[src/pkg/serial_port_defines.svh]
// register offsets, field positions, reset values and timing counts for the serial port
`ifndef SERIAL_PORT_DEFINES_SVH
`define SERIAL_PORT_DEFINES_SVH

// ------------------------------------------------------------
// register byte offsets
// ------------------------------------------------------------
`define OFS_CONTROL   12'h000
`define OFS_BUFFER    12'h004
`define OFS_POWER     12'h008
`define OFS_RELOAD    12'h00C
`define OFS_IRQ_STAT  12'h010
`define OFS_IRQ_MASK  12'h014

// ------------------------------------------------------------
// serial control and power register fields
// ------------------------------------------------------------
`define CTL_RX_FLAG   0
`define CTL_TX_FLAG   1
`define CTL_RX_NINTH  2
`define CTL_TX_NINTH  3
`define CTL_RX_EN     4
`define CTL_MP_FILTER 5
`define CTL_MODE_LO   6
`define CTL_MODE_HI   7
`define PWR_DOUBLER   7

// ------------------------------------------------------------
// timing counts in clocks, slices and bits, and reset values
// ------------------------------------------------------------
`define DIV_MODE0     6'd12
`define DIV_MODE0_HALF 6'd6
`define DIV_M2_SLICE  6'd4
`define DIV_M2_SLICE_X2 6'd2
`define DIV_MODE2     6'd32
`define DIV_T1_PRE    4'd12
`define RELOAD_WRAP   9'd256
`define SLICES        4'd15
`define SLICE_S1      4'd8
`define SLICE_S2      4'd9
`define SLICE_S3      4'd10
`define SLICE_HALF    4'd8
`define BITS_MODE0    4'd8
`define BITS_MODE1    4'd10
`define BITS_MODE2    4'd11
`define RESET_CTL     8'h00
`define RESET_RELOAD  8'h00

`endif

[src/pkg/serial_port_pkg.sv]
// types shared by the serial port files
package serial_port_pkg;

	typedef enum logic [1:0] {
		mode_shift = 2'b00,
		mode_uart8 = 2'b01,
		mode_fix9  = 2'b10,
		mode_var9  = 2'b11
	} serial_mode_t;

	// gray coded along idle, start, data, stop
	typedef enum logic [1:0] {
		rx_idle  = 2'b00,
		rx_start = 2'b01,
		rx_data  = 2'b11,
		rx_stop  = 2'b10
	} rx_state_t;

endpackage

[src/rtl/baud_gen.sv]
// baud tick generator: oscillator fractions and timer reload source
`timescale 1ns/10ps
`include "serial_port_defines.svh"

module baud_gen (
	// clock and reset
	input  wire logic       clk,
	input  wire logic       sys_rst,
	input  wire logic       clk_en,
	// configuration
	input  wire logic [1:0] mode,
	input  wire logic       baud_doubler_bit,
	input  wire logic [7:0] timer_reload_high,
	// ticks
	output logic            shift_tick,
	output logic            slice_tick
);

	typedef struct packed {
		logic [5:0] osc_cnt;
		logic [3:0] pre_cnt;
		logic [7:0] tmr;
		logic       t1_half;
		logic       shift_tick;
		logic       slice_tick;
	} bg_state_t;

	bg_state_t st;
	bg_state_t next_st;

	// mode 0 ticks every half bit (bit = 12 clocks), mode 2 slices of 4 or 2, others from timer
	always_comb begin
		logic ovf;
		ovf = 1'b0;
		next_st = st;
		next_st.shift_tick = 1'b0;
		next_st.slice_tick = 1'b0;
		next_st.osc_cnt = st.osc_cnt + 6'd1;
		if (mode == 2'b00) begin
			if (st.osc_cnt >= `DIV_MODE0_HALF - 6'd1) begin
				next_st.osc_cnt = 6'd0;
				next_st.shift_tick = 1'b1;
			end
		end else if (mode == 2'b10) begin
			// slice = bit/16, bit = osc/64 or osc/32
			if (st.osc_cnt >= (baud_doubler_bit ? `DIV_M2_SLICE_X2 : `DIV_M2_SLICE) - 6'd1) begin
				next_st.osc_cnt = 6'd0;
				next_st.slice_tick = 1'b1;
			end
		end
		// timer 1 auto-reload: one tick per 12 clocks, reload on wrap
		next_st.pre_cnt = st.pre_cnt + 4'd1;
		if (st.pre_cnt >= `DIV_T1_PRE - 4'd1) begin
			next_st.pre_cnt = 4'd0;
			if (st.tmr == 8'hFF) begin
				next_st.tmr = timer_reload_high;
				ovf = 1'b1;
			end else begin
				next_st.tmr = st.tmr + 8'd1;
			end
		end
		// bit = ovf * 2^(doubler-5): slice = ovf/2 or ovf
		if (ovf && mode[0]) begin
			next_st.t1_half = ~st.t1_half;
			if (baud_doubler_bit || st.t1_half) begin
				next_st.slice_tick = 1'b1;
			end
		end
	end

	// state register
	always_ff @(posedge clk) begin
		if (sys_rst) begin
			st <= '0;
		end else if (clk_en) begin
			st <= next_st;
		end
	end

	assign shift_tick = st.shift_tick;
	assign slice_tick = st.slice_tick;

endmodule

[src/rtl/serial_regs.sv]
// apb register file with read-clear interrupt status
`timescale 1ns/10ps
`include "serial_port_defines.svh"

module serial_regs (
	// clock and reset
	input  wire logic        clk,
	input  wire logic        sys_rst,
	input  wire logic        clk_en,
	// apb
	input  wire logic        psel,
	input  wire logic        penable,
	input  wire logic        pwrite,
	input  wire logic [11:0] paddr,
	input  wire logic [31:0] pwdata,
	output logic      [31:0] prdata,
	output logic             pready,
	output logic             pslverr,
	// strobes
	output logic             wr_ctl,
	output logic             wr_buf,
	output logic             rd_buf,
	output logic      [7:0]  wdata,
	// state from core
	input  wire logic [7:0]  ctl_val,
	input  wire logic [7:0]  rbuf_val,
	input  wire logic [1:0]  events,
	// programmed values
	output logic             baud_doubler_bit,
	output logic      [7:0]  timer_reload_high,
	output logic             irq
);

	typedef struct packed {
		logic [31:0] prdata;
		logic        pready;
		logic        pslverr;
		logic        doubler;
		logic [7:0]  reload;
		logic [1:0]  stat;
		logic [1:0]  mask;
		logic        irq;
	} rg_state_t;

	rg_state_t st;
	rg_state_t next_st;
	logic      acc;

	assign acc = psel && penable && !st.pready;
	assign wr_ctl = acc && pwrite && paddr == `OFS_CONTROL;
	assign wr_buf = acc && pwrite && paddr == `OFS_BUFFER;
	assign rd_buf = acc && !pwrite && paddr == `OFS_BUFFER;
	assign wdata  = pwdata[7:0];

	// decode, one wait state, read-clear status where a new event wins
	always_comb begin
		next_st = st;
		next_st.pready = acc;
		next_st.pslverr = 1'b0;
		next_st.stat = st.stat | events;
		if (acc) begin
			next_st.prdata = 32'h0000_0000;
			case (paddr)
				`OFS_CONTROL:  next_st.prdata[7:0] = ctl_val;
				`OFS_BUFFER:   next_st.prdata[7:0] = rbuf_val;
				`OFS_POWER:    next_st.prdata[`PWR_DOUBLER] = st.doubler;
				`OFS_RELOAD:   next_st.prdata[7:0] = st.reload;
				`OFS_IRQ_STAT: begin
					next_st.prdata[1:0] = st.stat;
					if (!pwrite) begin
						next_st.stat = events;
					end
				end
				`OFS_IRQ_MASK: next_st.prdata[1:0] = st.mask;
				default:       next_st.pslverr = 1'b1;
			endcase
			if (pwrite) begin
				case (paddr)
					`OFS_POWER:    next_st.doubler = pwdata[`PWR_DOUBLER];
					`OFS_RELOAD:   next_st.reload = pwdata[7:0];
					`OFS_IRQ_MASK: next_st.mask = pwdata[1:0];
					default:       next_st.doubler = st.doubler;
				endcase
			end
		end
		next_st.irq = |(next_st.stat & next_st.mask);
	end

	// state register
	always_ff @(posedge clk) begin
		if (sys_rst) begin
			st <= '0;
			st.reload <= `RESET_RELOAD;
		end else if (clk_en) begin
			st <= next_st;
		end
	end

	assign prdata = st.prdata;
	assign pready = st.pready;
	assign pslverr = st.pslverr;
	assign baud_doubler_bit = st.doubler;
	assign timer_reload_high = st.reload;
	assign irq = st.irq;

endmodule

[src/rtl/serial_port.sv]
// local serial port: four modes, shared buffer, apb registers
// Operation
// - load only if flag clear and filter passes
// - stop/ninth to flag, data to buffer
// - hunt next start after stop middle
// - mode 3 equals mode 2 but timer rate
// - buffer write starts transmission
// - mode 0 receives when flag clear, enabled
// - other modes receive on start bit
// - mode 0 rate is osc/12
// - mode 2 rate osc/64 or osc/32
// - modes 1,3 rate from timer overflow
// - auto-reload rate osc/(12*(256-reload))
// - mode 2 frame is eleven bits
// - majority vote at slices 8,9,10
// - mode 1 frame is ten bits
// - mode 0 half duplex, shift clock
//
// Our own choices: the APB interface to the registers and the address map.
`timescale 1ns/10ps
`include "serial_port_defines.svh"

module serial_port (
	// clock and reset
	input  wire logic        clk,
	input  wire logic        sys_rst,
	input  wire logic        clk_en,
	// apb
	input  wire logic        psel,
	input  wire logic        penable,
	input  wire logic        pwrite,
	input  wire logic [11:0] paddr,
	input  wire logic [31:0] pwdata,
	output logic      [31:0] prdata,
	output logic             pready,
	output logic             pslverr,
	// serial pins
	input  wire logic        rxd_in,
	output logic             rxd_out,
	output logic             rxd_oe,
	output logic             txd,
	// interrupt
	output logic             irq
);

	// ------------------------------------------------------------
	// state
	// ------------------------------------------------------------
	typedef struct packed {
		logic [7:0]                serial_control_reg;
		logic [7:0]                serial_buffer;
		serial_port_pkg::rx_state_t rx_st;
		logic [3:0]                rx_slice;
		logic [3:0]                rx_bits;
		logic [8:0]                rx_shift;
		logic [2:0]                votes;
		logic                      rx_prev;
		logic                      tx_busy;
		logic [3:0]                tx_slice;
		logic [3:0]                tx_bits;
		logic [9:0]                tx_shift;
		logic                      txd;
		logic                      rxd_out;
		logic                      rxd_oe;
		logic                      m0_rx;
		logic                      m0_phase;
		logic [1:0]                events;
	} sp_state_t;

	sp_state_t st;
	sp_state_t next_st;

	logic       wr_ctl;
	logic       wr_buf;
	logic       rd_buf;
	logic [7:0] wdata;
	logic       baud_doubler_bit;
	logic [7:0] timer_reload_high;
	logic       shift_tick;
	logic       slice_tick;
	logic [1:0] mode;

	assign mode = st.serial_control_reg[`CTL_MODE_HI:`CTL_MODE_LO];

	// ------------------------------------------------------------
	// submodules
	// ------------------------------------------------------------
	serial_regs u_regs (
		.clk              (clk),
		.sys_rst          (sys_rst),
		.clk_en           (clk_en),
		.psel             (psel),
		.penable          (penable),
		.pwrite           (pwrite),
		.paddr            (paddr),
		.pwdata           (pwdata),
		.prdata           (prdata),
		.pready           (pready),
		.pslverr          (pslverr),
		.wr_ctl           (wr_ctl),
		.wr_buf           (wr_buf),
		.rd_buf           (rd_buf),
		.wdata            (wdata),
		.ctl_val          (st.serial_control_reg),
		.rbuf_val         (st.serial_buffer),
		.events           (st.events),
		.baud_doubler_bit (baud_doubler_bit),
		.timer_reload_high(timer_reload_high),
		.irq              (irq)
	);

	baud_gen u_baud (
		.clk              (clk),
		.sys_rst          (sys_rst),
		.clk_en           (clk_en),
		.mode             (mode),
		.baud_doubler_bit (baud_doubler_bit),
		.timer_reload_high(timer_reload_high),
		.shift_tick       (shift_tick),
		.slice_tick       (slice_tick)
	);

	// ------------------------------------------------------------
	// next state
	// ------------------------------------------------------------
	always_comb begin
		logic       rx_flag;
		logic       bitv;
		logic       nine;
		logic [3:0] frame_bits;
		rx_flag = st.serial_control_reg[`CTL_RX_FLAG];
		bitv = 1'b0;
		nine = mode[1];
		frame_bits = nine ? `BITS_MODE2 : `BITS_MODE1;
		next_st = st;
		next_st.events = 2'b00;
		next_st.rx_prev = rxd_in;

		// software writes control; hardware-set flags win below
		if (wr_ctl) begin
			next_st.serial_control_reg = wdata;
		end

		// ---------------- transmitter ----------------
		if (wr_buf) begin
			next_st.tx_busy = 1'b1;
			next_st.tx_slice = 4'd0;
			next_st.tx_bits = 4'd0;
			next_st.m0_rx = 1'b0;
			next_st.m0_phase = 1'b0;
			// stop, ninth or stop, data; the start bit is driven as tx_bits steps from 0 to 1
			next_st.tx_shift = {1'b1,
				nine ? st.serial_control_reg[`CTL_TX_NINTH] : 1'b1, wdata};
			if (mode == 2'b00) begin
				next_st.rxd_oe = 1'b1;
				next_st.tx_shift = {2'b11, wdata};
			end
		end else if (st.tx_busy && mode == 2'b00) begin
			// shift clock low then high, one bit per shift period
			if (shift_tick) begin
				next_st.m0_phase = ~st.m0_phase;
				if (!st.m0_phase) begin
					next_st.txd = 1'b0;
					next_st.rxd_out = st.tx_shift[0];
				end else begin
					next_st.txd = 1'b1;
					next_st.tx_shift = {1'b1, st.tx_shift[9:1]};
					next_st.tx_bits = st.tx_bits + 4'd1;
					if (st.tx_bits == `BITS_MODE0 - 4'd1) begin
						next_st.tx_busy = 1'b0;
						next_st.rxd_oe = 1'b0;
						next_st.serial_control_reg[`CTL_TX_FLAG] = 1'b1;
						next_st.events[1] = 1'b1;
					end
				end
			end
		end else if (st.tx_busy && slice_tick) begin
			next_st.tx_slice = st.tx_slice + 4'd1;
			if (st.tx_slice == `SLICES) begin
				if (st.tx_bits == 4'd0) begin
					next_st.txd = 1'b0;
				end else begin
					next_st.txd = st.tx_shift[0];
					next_st.tx_shift = {1'b1, st.tx_shift[9:1]};
				end
				next_st.tx_bits = st.tx_bits + 4'd1;
				if (st.tx_bits == frame_bits - 4'd1) begin
					next_st.tx_busy = 1'b0;
					next_st.serial_control_reg[`CTL_TX_FLAG] = 1'b1;
					next_st.events[1] = 1'b1;
				end
			end
		end

		// ---------------- mode 0 receiver ----------------
		if (mode == 2'b00 && !st.tx_busy && !st.m0_rx && !rx_flag
			&& st.serial_control_reg[`CTL_RX_EN]) begin
			next_st.m0_rx = 1'b1;
			next_st.rx_bits = 4'd0;
			next_st.m0_phase = 1'b0;
		end else if (st.m0_rx && shift_tick) begin
			next_st.m0_phase = ~st.m0_phase;
			next_st.txd = st.m0_phase;
			if (st.m0_phase) begin
				next_st.rx_shift = {1'b0, rxd_in, st.rx_shift[7:1]};
				next_st.rx_bits = st.rx_bits + 4'd1;
				if (st.rx_bits == `BITS_MODE0 - 4'd1) begin
					next_st.m0_rx = 1'b0;
					next_st.serial_buffer = {rxd_in, st.rx_shift[7:1]};
					next_st.serial_control_reg[`CTL_RX_FLAG] = 1'b1;
					next_st.events[0] = 1'b1;
				end
			end
		end

		// ---------------- async receiver ----------------
		if (mode != 2'b00) begin
			if (st.rx_st == serial_port_pkg::rx_idle) begin
				if (st.serial_control_reg[`CTL_RX_EN] && st.rx_prev && !rxd_in) begin
					next_st.rx_st = serial_port_pkg::rx_start;
					next_st.rx_slice = 4'd0;
					next_st.rx_bits = 4'd0;
				end
			end else if (slice_tick) begin
				next_st.rx_slice = st.rx_slice + 4'd1;
				if (st.rx_slice == `SLICE_S1) begin
					next_st.votes[0] = rxd_in;
				end
				if (st.rx_slice == `SLICE_S2) begin
					next_st.votes[1] = rxd_in;
				end
				if (st.rx_slice == `SLICE_S3) begin
					bitv = (st.votes[0] & st.votes[1]) | (st.votes[0] & rxd_in)
						| (st.votes[1] & rxd_in);
					next_st.rx_bits = st.rx_bits + 4'd1;
					case (st.rx_st)
						serial_port_pkg::rx_start: begin
							if (bitv) begin
								next_st.rx_st = serial_port_pkg::rx_idle;
							end else begin
								next_st.rx_st = serial_port_pkg::rx_data;
							end
						end
						serial_port_pkg::rx_data: begin
							next_st.rx_shift = {bitv, st.rx_shift[8:1]};
							if (st.rx_bits == frame_bits - 4'd2) begin
								next_st.rx_st = serial_port_pkg::rx_stop;
							end
						end
						serial_port_pkg::rx_stop: begin
							next_st.rx_st = serial_port_pkg::rx_idle;
						end
						default: next_st.rx_st = serial_port_pkg::rx_idle;
					endcase
				end
			end
		end else begin
			next_st.rx_st = serial_port_pkg::rx_idle;
		end
		// load at stop-bit centre
		if (mode != 2'b00 && slice_tick && st.rx_slice == `SLICE_S3
			&& st.rx_st == serial_port_pkg::rx_stop) begin
			// ninth carrier: stop bit in mode 1, ninth bit in modes 2 and 3
			nine = mode[1] ? st.rx_shift[8] : bitv;
			if (!rx_flag && (!st.serial_control_reg[`CTL_MP_FILTER] || nine)) begin
				next_st.serial_control_reg[`CTL_RX_NINTH] = nine;
				next_st.serial_buffer = mode[1] ? st.rx_shift[7:0] : st.rx_shift[8:1];
				next_st.serial_control_reg[`CTL_RX_FLAG] = 1'b1;
				next_st.events[0] = 1'b1;
			end
		end
	end

	// ------------------------------------------------------------
	// state register
	// ------------------------------------------------------------
	always_ff @(posedge clk) begin
		if (sys_rst) begin
			st <= '0;
			st.serial_control_reg <= `RESET_CTL;
			st.txd <= 1'b1;
			st.rxd_out <= 1'b1;
			st.rx_prev <= 1'b1;
			st.tx_shift <= 10'h3FF;
		end else if (clk_en) begin
			st <= next_st;
		end
	end

	assign txd = st.txd;
	assign rxd_out = st.rxd_out;
	assign rxd_oe = st.rxd_oe;

endmodule

[config.mk]
export PLATFORM = sky130hd
export DESIGN_NAME = serial_port
export DESIGN_NICKNAME = d
export VERILOG_FILES = /design/src/pkg/serial_port_pkg.sv /design/src/rtl/baud_gen.sv /design/src/rtl/serial_regs.sv /design/src/rtl/serial_port.sv
export VERILOG_INCLUDE_DIRS = /design/src /design/src/pkg
export SDC_FILE = /design/constraint.sdc
export NUM_CORES = 1
export LEC_CHECK = 0
export BUFFER_PORTS_ARGS = -buffer_cell sky130_fd_sc_hd__buf_2
export CELL_PAD_IN_SITES_DETAIL_PLACEMENT = 0
export CELL_PAD_IN_SITES_GLOBAL_PLACEMENT = 2
export CORE_ASPECT_RATIO = 1.1
export CORE_MARGIN = 5
export CORE_UTILIZATION = 32
export CTS_CLUSTER_SIZE = 24
export DETAILED_ROUTE_END_ITERATION = 16
export PLACE_DENSITY_LB_ADDON = 0.1
export SETUP_SLACK_MARGIN = 0.4
export SLEW_MARGIN = 20
export SYNTH_ARGS = -nofsm -noshare
export SYNTH_HDL_FRONTEND = slang
export SYNTH_HIERARCHICAL = 1
export SYNTH_SLANG_ARGS = --single-unit
[constraint.sdc]
create_clock -name clk -period 2.8 [get_ports clk]
set_input_delay 0.14 -clock clk [delete_from_list [all_inputs] [get_ports clk]]
set_output_delay 0.14 -clock clk [all_outputs]
set_load 0.1 [all_outputs]
## Word level (Yosys, flattened, before mapping)

Cells that the tools add are included.

| storage, ports and cells | value |
|---|---|
| output and inout port bits | 38 |
| register bits | 109 |
| word-level logic and storage cells | 263 |
| input bits | 51 |

| operators by class | value |
|---|---|
| equal/unequal tests | 29 |
| magnitude comparators | 3 |
| multiplexer cells | 114 |
| reduce and logical (&&, ||, !) cells | 62 |
| bitwise gates (word level) | 11 |
| $add $sub $neg | 10 |

Operators with widths:

| cell | count |
|---|---|
| 9-bit 2-to-1 mux | 11 |
| 1-bit 2-to-1 mux | 59 |
| 13-bit 2-to-1 mux | 4 |
| 19-bit 2-to-1 mux | 2 |
| 10-bit 2-to-1 mux | 3 |
| 15-bit 2-to-1 mux | 2 |
| 14-bit 2-to-1 mux | 2 |
| 2-bit 2-to-1 mux | 13 |
| 5-bit AND reduction | 5 |
| 12-bit by 4-bit == test with 1-bit output (second input constant) | 2 |
| 12-bit by 5-bit == test with 1-bit output (second input constant) | 2 |
| 6-bit 2-to-1 mux | 4 |
| 8-bit 2-to-1 mux | 3 |
| 4-bit by 1-bit adder with 4-bit output (second input constant) | 5 |
| 20-bit 2-to-1 mux | 1 |
| 1-bit logical AND | 19 |
| 17-bit 2-to-1 mux | 1 |
| 4-bit == test (second input constant) | 4 |
| 5-bit one-hot mux with 3 select lines | 1 |
| 2-bit nonzero test | 7 |
| 12-bit by 3-bit == test with 1-bit output (second input constant) | 1 |
| 12-bit zero test | 1 |
| 12-bit 2-to-1 mux | 1 |
| 3-bit by 2-bit != test with 1-bit output (second input constant) | 4 |
| 41 further kinds | 72 |

## Longest topological paths before layout

| logic depth | value |
|---|---|
| depth in word-level cells | 12 |
| mapped depth | 10 |

## Cells and area by module

The synthesis kept the hierarchy.

Modules (own cells, without submodules):

| module | area an instance (um2) | times used | seq. area each (um2) | cells each |
|---|---|---|---|---|
| serial_port | 3557.2 | 1 | 1281.2 | 409 |
| serial_regs | 1681.6 | 1 | 480.5 | 200 |
| baud_gen | 1181.1 | 1 | 420.4 | 134 |

## Worst setup path before layout

No wires, ideal clock.

| timing | value |
|---|---|
| kind | input port to flip-flop |
| start | in paddr[9] |
| end | reg, netlist name st[24] |
| stages | 10 |
| path slack | 0.097 ns |
| library setup time | 0.116 ns |
| buffers on the path | 2 |
| arrival | 2.587 ns |
| path through | or4_4 > or3_1 > buf_6 > nor3_1 > buf_2 > inv_1 > a21oi_1 > nand4_1 > xor2_1 > nor2_1 |

RTL lines:

| element | RTL line | source |
|---|---|---|
| start, declared | serial_port.sv:32 | `input wire logic [11:0] paddr,` |

==> impl_metrics.env <==
export IMPL_place_congestion=0.776
export IMPL_hold_class="in2reg"
export IMPL_numClockSinks=109
export IMPL_p_leak_nw=2.50
export IMPL_firstDrtPassIters=7
export IMPL_r2r_start="st[43]"
export IMPL_r2r_cells=7
export IMPL_setup_violations=0
export IMPL_cp_depth=9
export IMPL_power_mw=3.26
export IMPL_rsz0062_at_grt="no"
export IMPL_die_x_um=145
export IMPL_start_util_pct=32.4
export IMPL_cp_arrival_ns=2.50
export IMPL_first_global_vias=5151
export IMPL_drc=0
export IMPL_top_layer="met4"
export IMPL_grt_overflow=0
export IMPL_vias=5318
export IMPL_p_switching_mw=0.917
export IMPL_die_h_um=158
export IMPL_final_period_utilization_pct=79.5
export IMPL_crit_start="paddr[9]"
export IMPL_avgRoutedWirePerCell_um=17.5
export IMPL_rr_endpoint="st[50]"
export IMPL_yosysWarnings=6
export IMPL_root_buffer="clkbuf_16"
export IMPL_cts_resized=0
export IMPL_wl_um=17500
export IMPL_wl_met2_um=8130
export IMPL_portBuffers=40
export IMPL_totalNegativeSetupSlack_ns=0
export IMPL_core_rowCount=54
export IMPL_crit_end="st[17]"
export IMPL_worstPathRequired_ns=3.07
export IMPL_clock_latency_ns=0.35
export IMPL_pwr_density_cell_nw_per_um2=471
export IMPL_cp_num_buf_inv=2
export IMPL_fin_crit_ns=2.23
export IMPL_synthCells=742
export IMPL_wl_met1_um=8590
export IMPL_placed_cell_area_um2=6600
export IMPL_r2r_slack_ns=0.70
export IMPL_grt_pass1_wl_um=28100
export IMPL_maxCapViolCount=0
export IMPL_power_share_clock_pct=41.0
export IMPL_die_area_um2=23000
export IMPL_status="completed"
export IMPL_postCtsSetupBuffers=0
export IMPL_area_growth_pct=7.67
export IMPL_cts_tree="built"
export IMPL_cts_max_level=3
export IMPL_globalRouteTotalUtil_pct=15.0
export IMPL_ant_nets=0
export IMPL_timing_critical_path_slowest_cell_delay_ns=0.55
export IMPL_critical_path_top_delay_family="simple AND/OR/NAND/NOR gates"
export IMPL_worst_pin_slew_ns=0.778
export IMPL_drive_gt1_share_pct=14.5
export IMPL_path_clk_slew_ns=0.07
export IMPL_criticalPathCategory="in2reg"
export IMPL_setup_slack_ns=0.575
export IMPL_dp_hpwl_um=12500
export IMPL_seq_area_um2=2180
export IMPL_synth_area_um2=6410
export IMPL_num_nets_final=807
export IMPL_dr_first_iter_drc_count=275
export IMPL_p_seq_share_pct=48.4
export IMPL_fillers=2094
export IMPL_slew_headroom_pct=48.0
export IMPL_syn_area_per_cell_um2=8.64
export IMPL_antenna_found_initial=0
export IMPL_combPwrFrac_pct=10.5
export IMPL_swShare_pct=28.2
export IMPL_n_antenna_cell=0
export IMPL_place_ws_ns=0.187
export IMPL_fmax_ghz=0.449
export IMPL_multi_input_area_um2=3690
export IMPL_internal_power_mw=2.34
export IMPL_cts_buffers=9
export IMPL_skew_ns=0.00722
export IMPL_hold_violations=0
export IMPL_critPathLaunchType="primary input"
export IMPL_grt_max_degree=106
export IMPL_ctsHoldBuffers=0
export IMPL_worstPathMaxFanout=21
export IMPL_crit_slowest_cell="or4_4"
export IMPL_viasPerCell=5.32
export IMPL_peakVddDrop_uv=281
export IMPL_finish_utilization_pct=34.9
export IMPL_io_pins=89
export IMPL_path_cells="buf_2 > or4_4 > or3_1 > nor3_4 > buf_12 > a21oi_1 > a21oi_2 > nand2_1 > o31ai_1"
export IMPL_met3_length_um=526
export IMPL_fin_area_um2=6910
export IMPL_critPathCaptureType="flip-flop"
export IMPL_fp_coreArea_um2=19800
export IMPL_clockBufferDepth=2
export IMPL_final_max_slew_viol_count=0
stage by stage:
| stage | hold slack, ns | instances |
|---|---|---|
| floorplan | 0.258 | 765 |
| global placement | 0.430 | 983 |
| detailed placement | 0.432 | 983 |
| CTS | 0.0760 | 999 |
| global route | 0.0941 | 999 |
| finish | 0.0830 | 999 |
area by class of cell:
| cell class | instances | share of cell area, % |
|---|---|---|
| Clock buffer | 10 | 3.46 |
| Sequential cell | 109 | 31.6 |
| Timing Repair Buffer | 54 | 4.82 |
| Inverter | 23 | 1.25 |
| Tap cell | 252 | 4.57 |
| Clock inverter | 6 | 0.906 |
| Multi-Input combinational cell | 545 | 53.4 |
worst reg2reg max path: stages, from the launching register on:
cell	delay [ns]
dfxtp_1	0.36
inv_1	0.10
ha_1	0.17
and4b_4	0.31
nand4_2	0.18
a31oi_4	0.47
nor3_1	0.13
a221o_1	0.27
cell usage in the layout, fill, tap and decap left out, drive strengths merged, types with 4 or more instances in the layout:
cell / instances
nand3b: 4
xor2: 8
conb: 24
or3: 10
nand2b: 7
o21ai: 29
a211o: 5
nor3b: 6
a31oi: 7
nand4b: 4
a211oi: 10
a311oi: 4
inv: 22
nand3: 24
a221oi: 10
nand2: 49
dfxtp: 109
nor2b: 5
a21oi: 53
and3: 4
clkbuf: 10
buf: 54
a22oi: 12
nor2: 75
o211ai: 4
mux2i: 45
a221o: 8
nand4: 14
ha: 14
nor3: 38
xnor2: 6
nor4: 9
routing by layer:
layer,vias up,global-route usage (%)
li1,2649,-
met1,2574,20.0
met2,78,24.5
met3,17,2.88
met4,0,4.93
met5,-,0
worst min path at each step:
stage	startpoint	slack, ns	depth (start not counted)	to
final	pwdata[4]	0.08	3	u_regs/timer_reload_high[4]
after global routing	pwdata[5]	0.09	3	st[62]
after CTS	pwdata[3]	0.08	3	u_regs/timer_reload_high[3]
after detailed placement	st[16]	0.43	1	st[16]
after global placement	st[16]	0.43	1	st[16]
after floorplan	rxd_in	0.26	1	st[26]
flip-flops by register name, summed over array words and instances, names as in the netlist:
register / flops
mode: 2
rxd_oe: 1
rxd_out: 1
st: 59
txd: 1
u_baud/shift_tick: 1
u_baud/slice_tick: 1
u_baud/st: 19
u_regs/baud_doubler_bit: 1
u_regs/irq: 1
u_regs/prdata: 8
u_regs/pready: 1
u_regs/pslverr: 1
u_regs/st: 4
u_regs/timer_reload_high: 8
power groups by stage:
stage                     Combinational [mW]  Clock (mW)  Sequential, mW
final                                  0.343        1.34            1.58
after global routing                   0.363        1.45            1.58
after floorplan                        0.296           0            1.62
after CTS                              0.343        1.38            1.58
after detailed placement               0.343           0            1.61
after global placement                 0.341           0            1.61
Power figures use the tool's default switching activity.
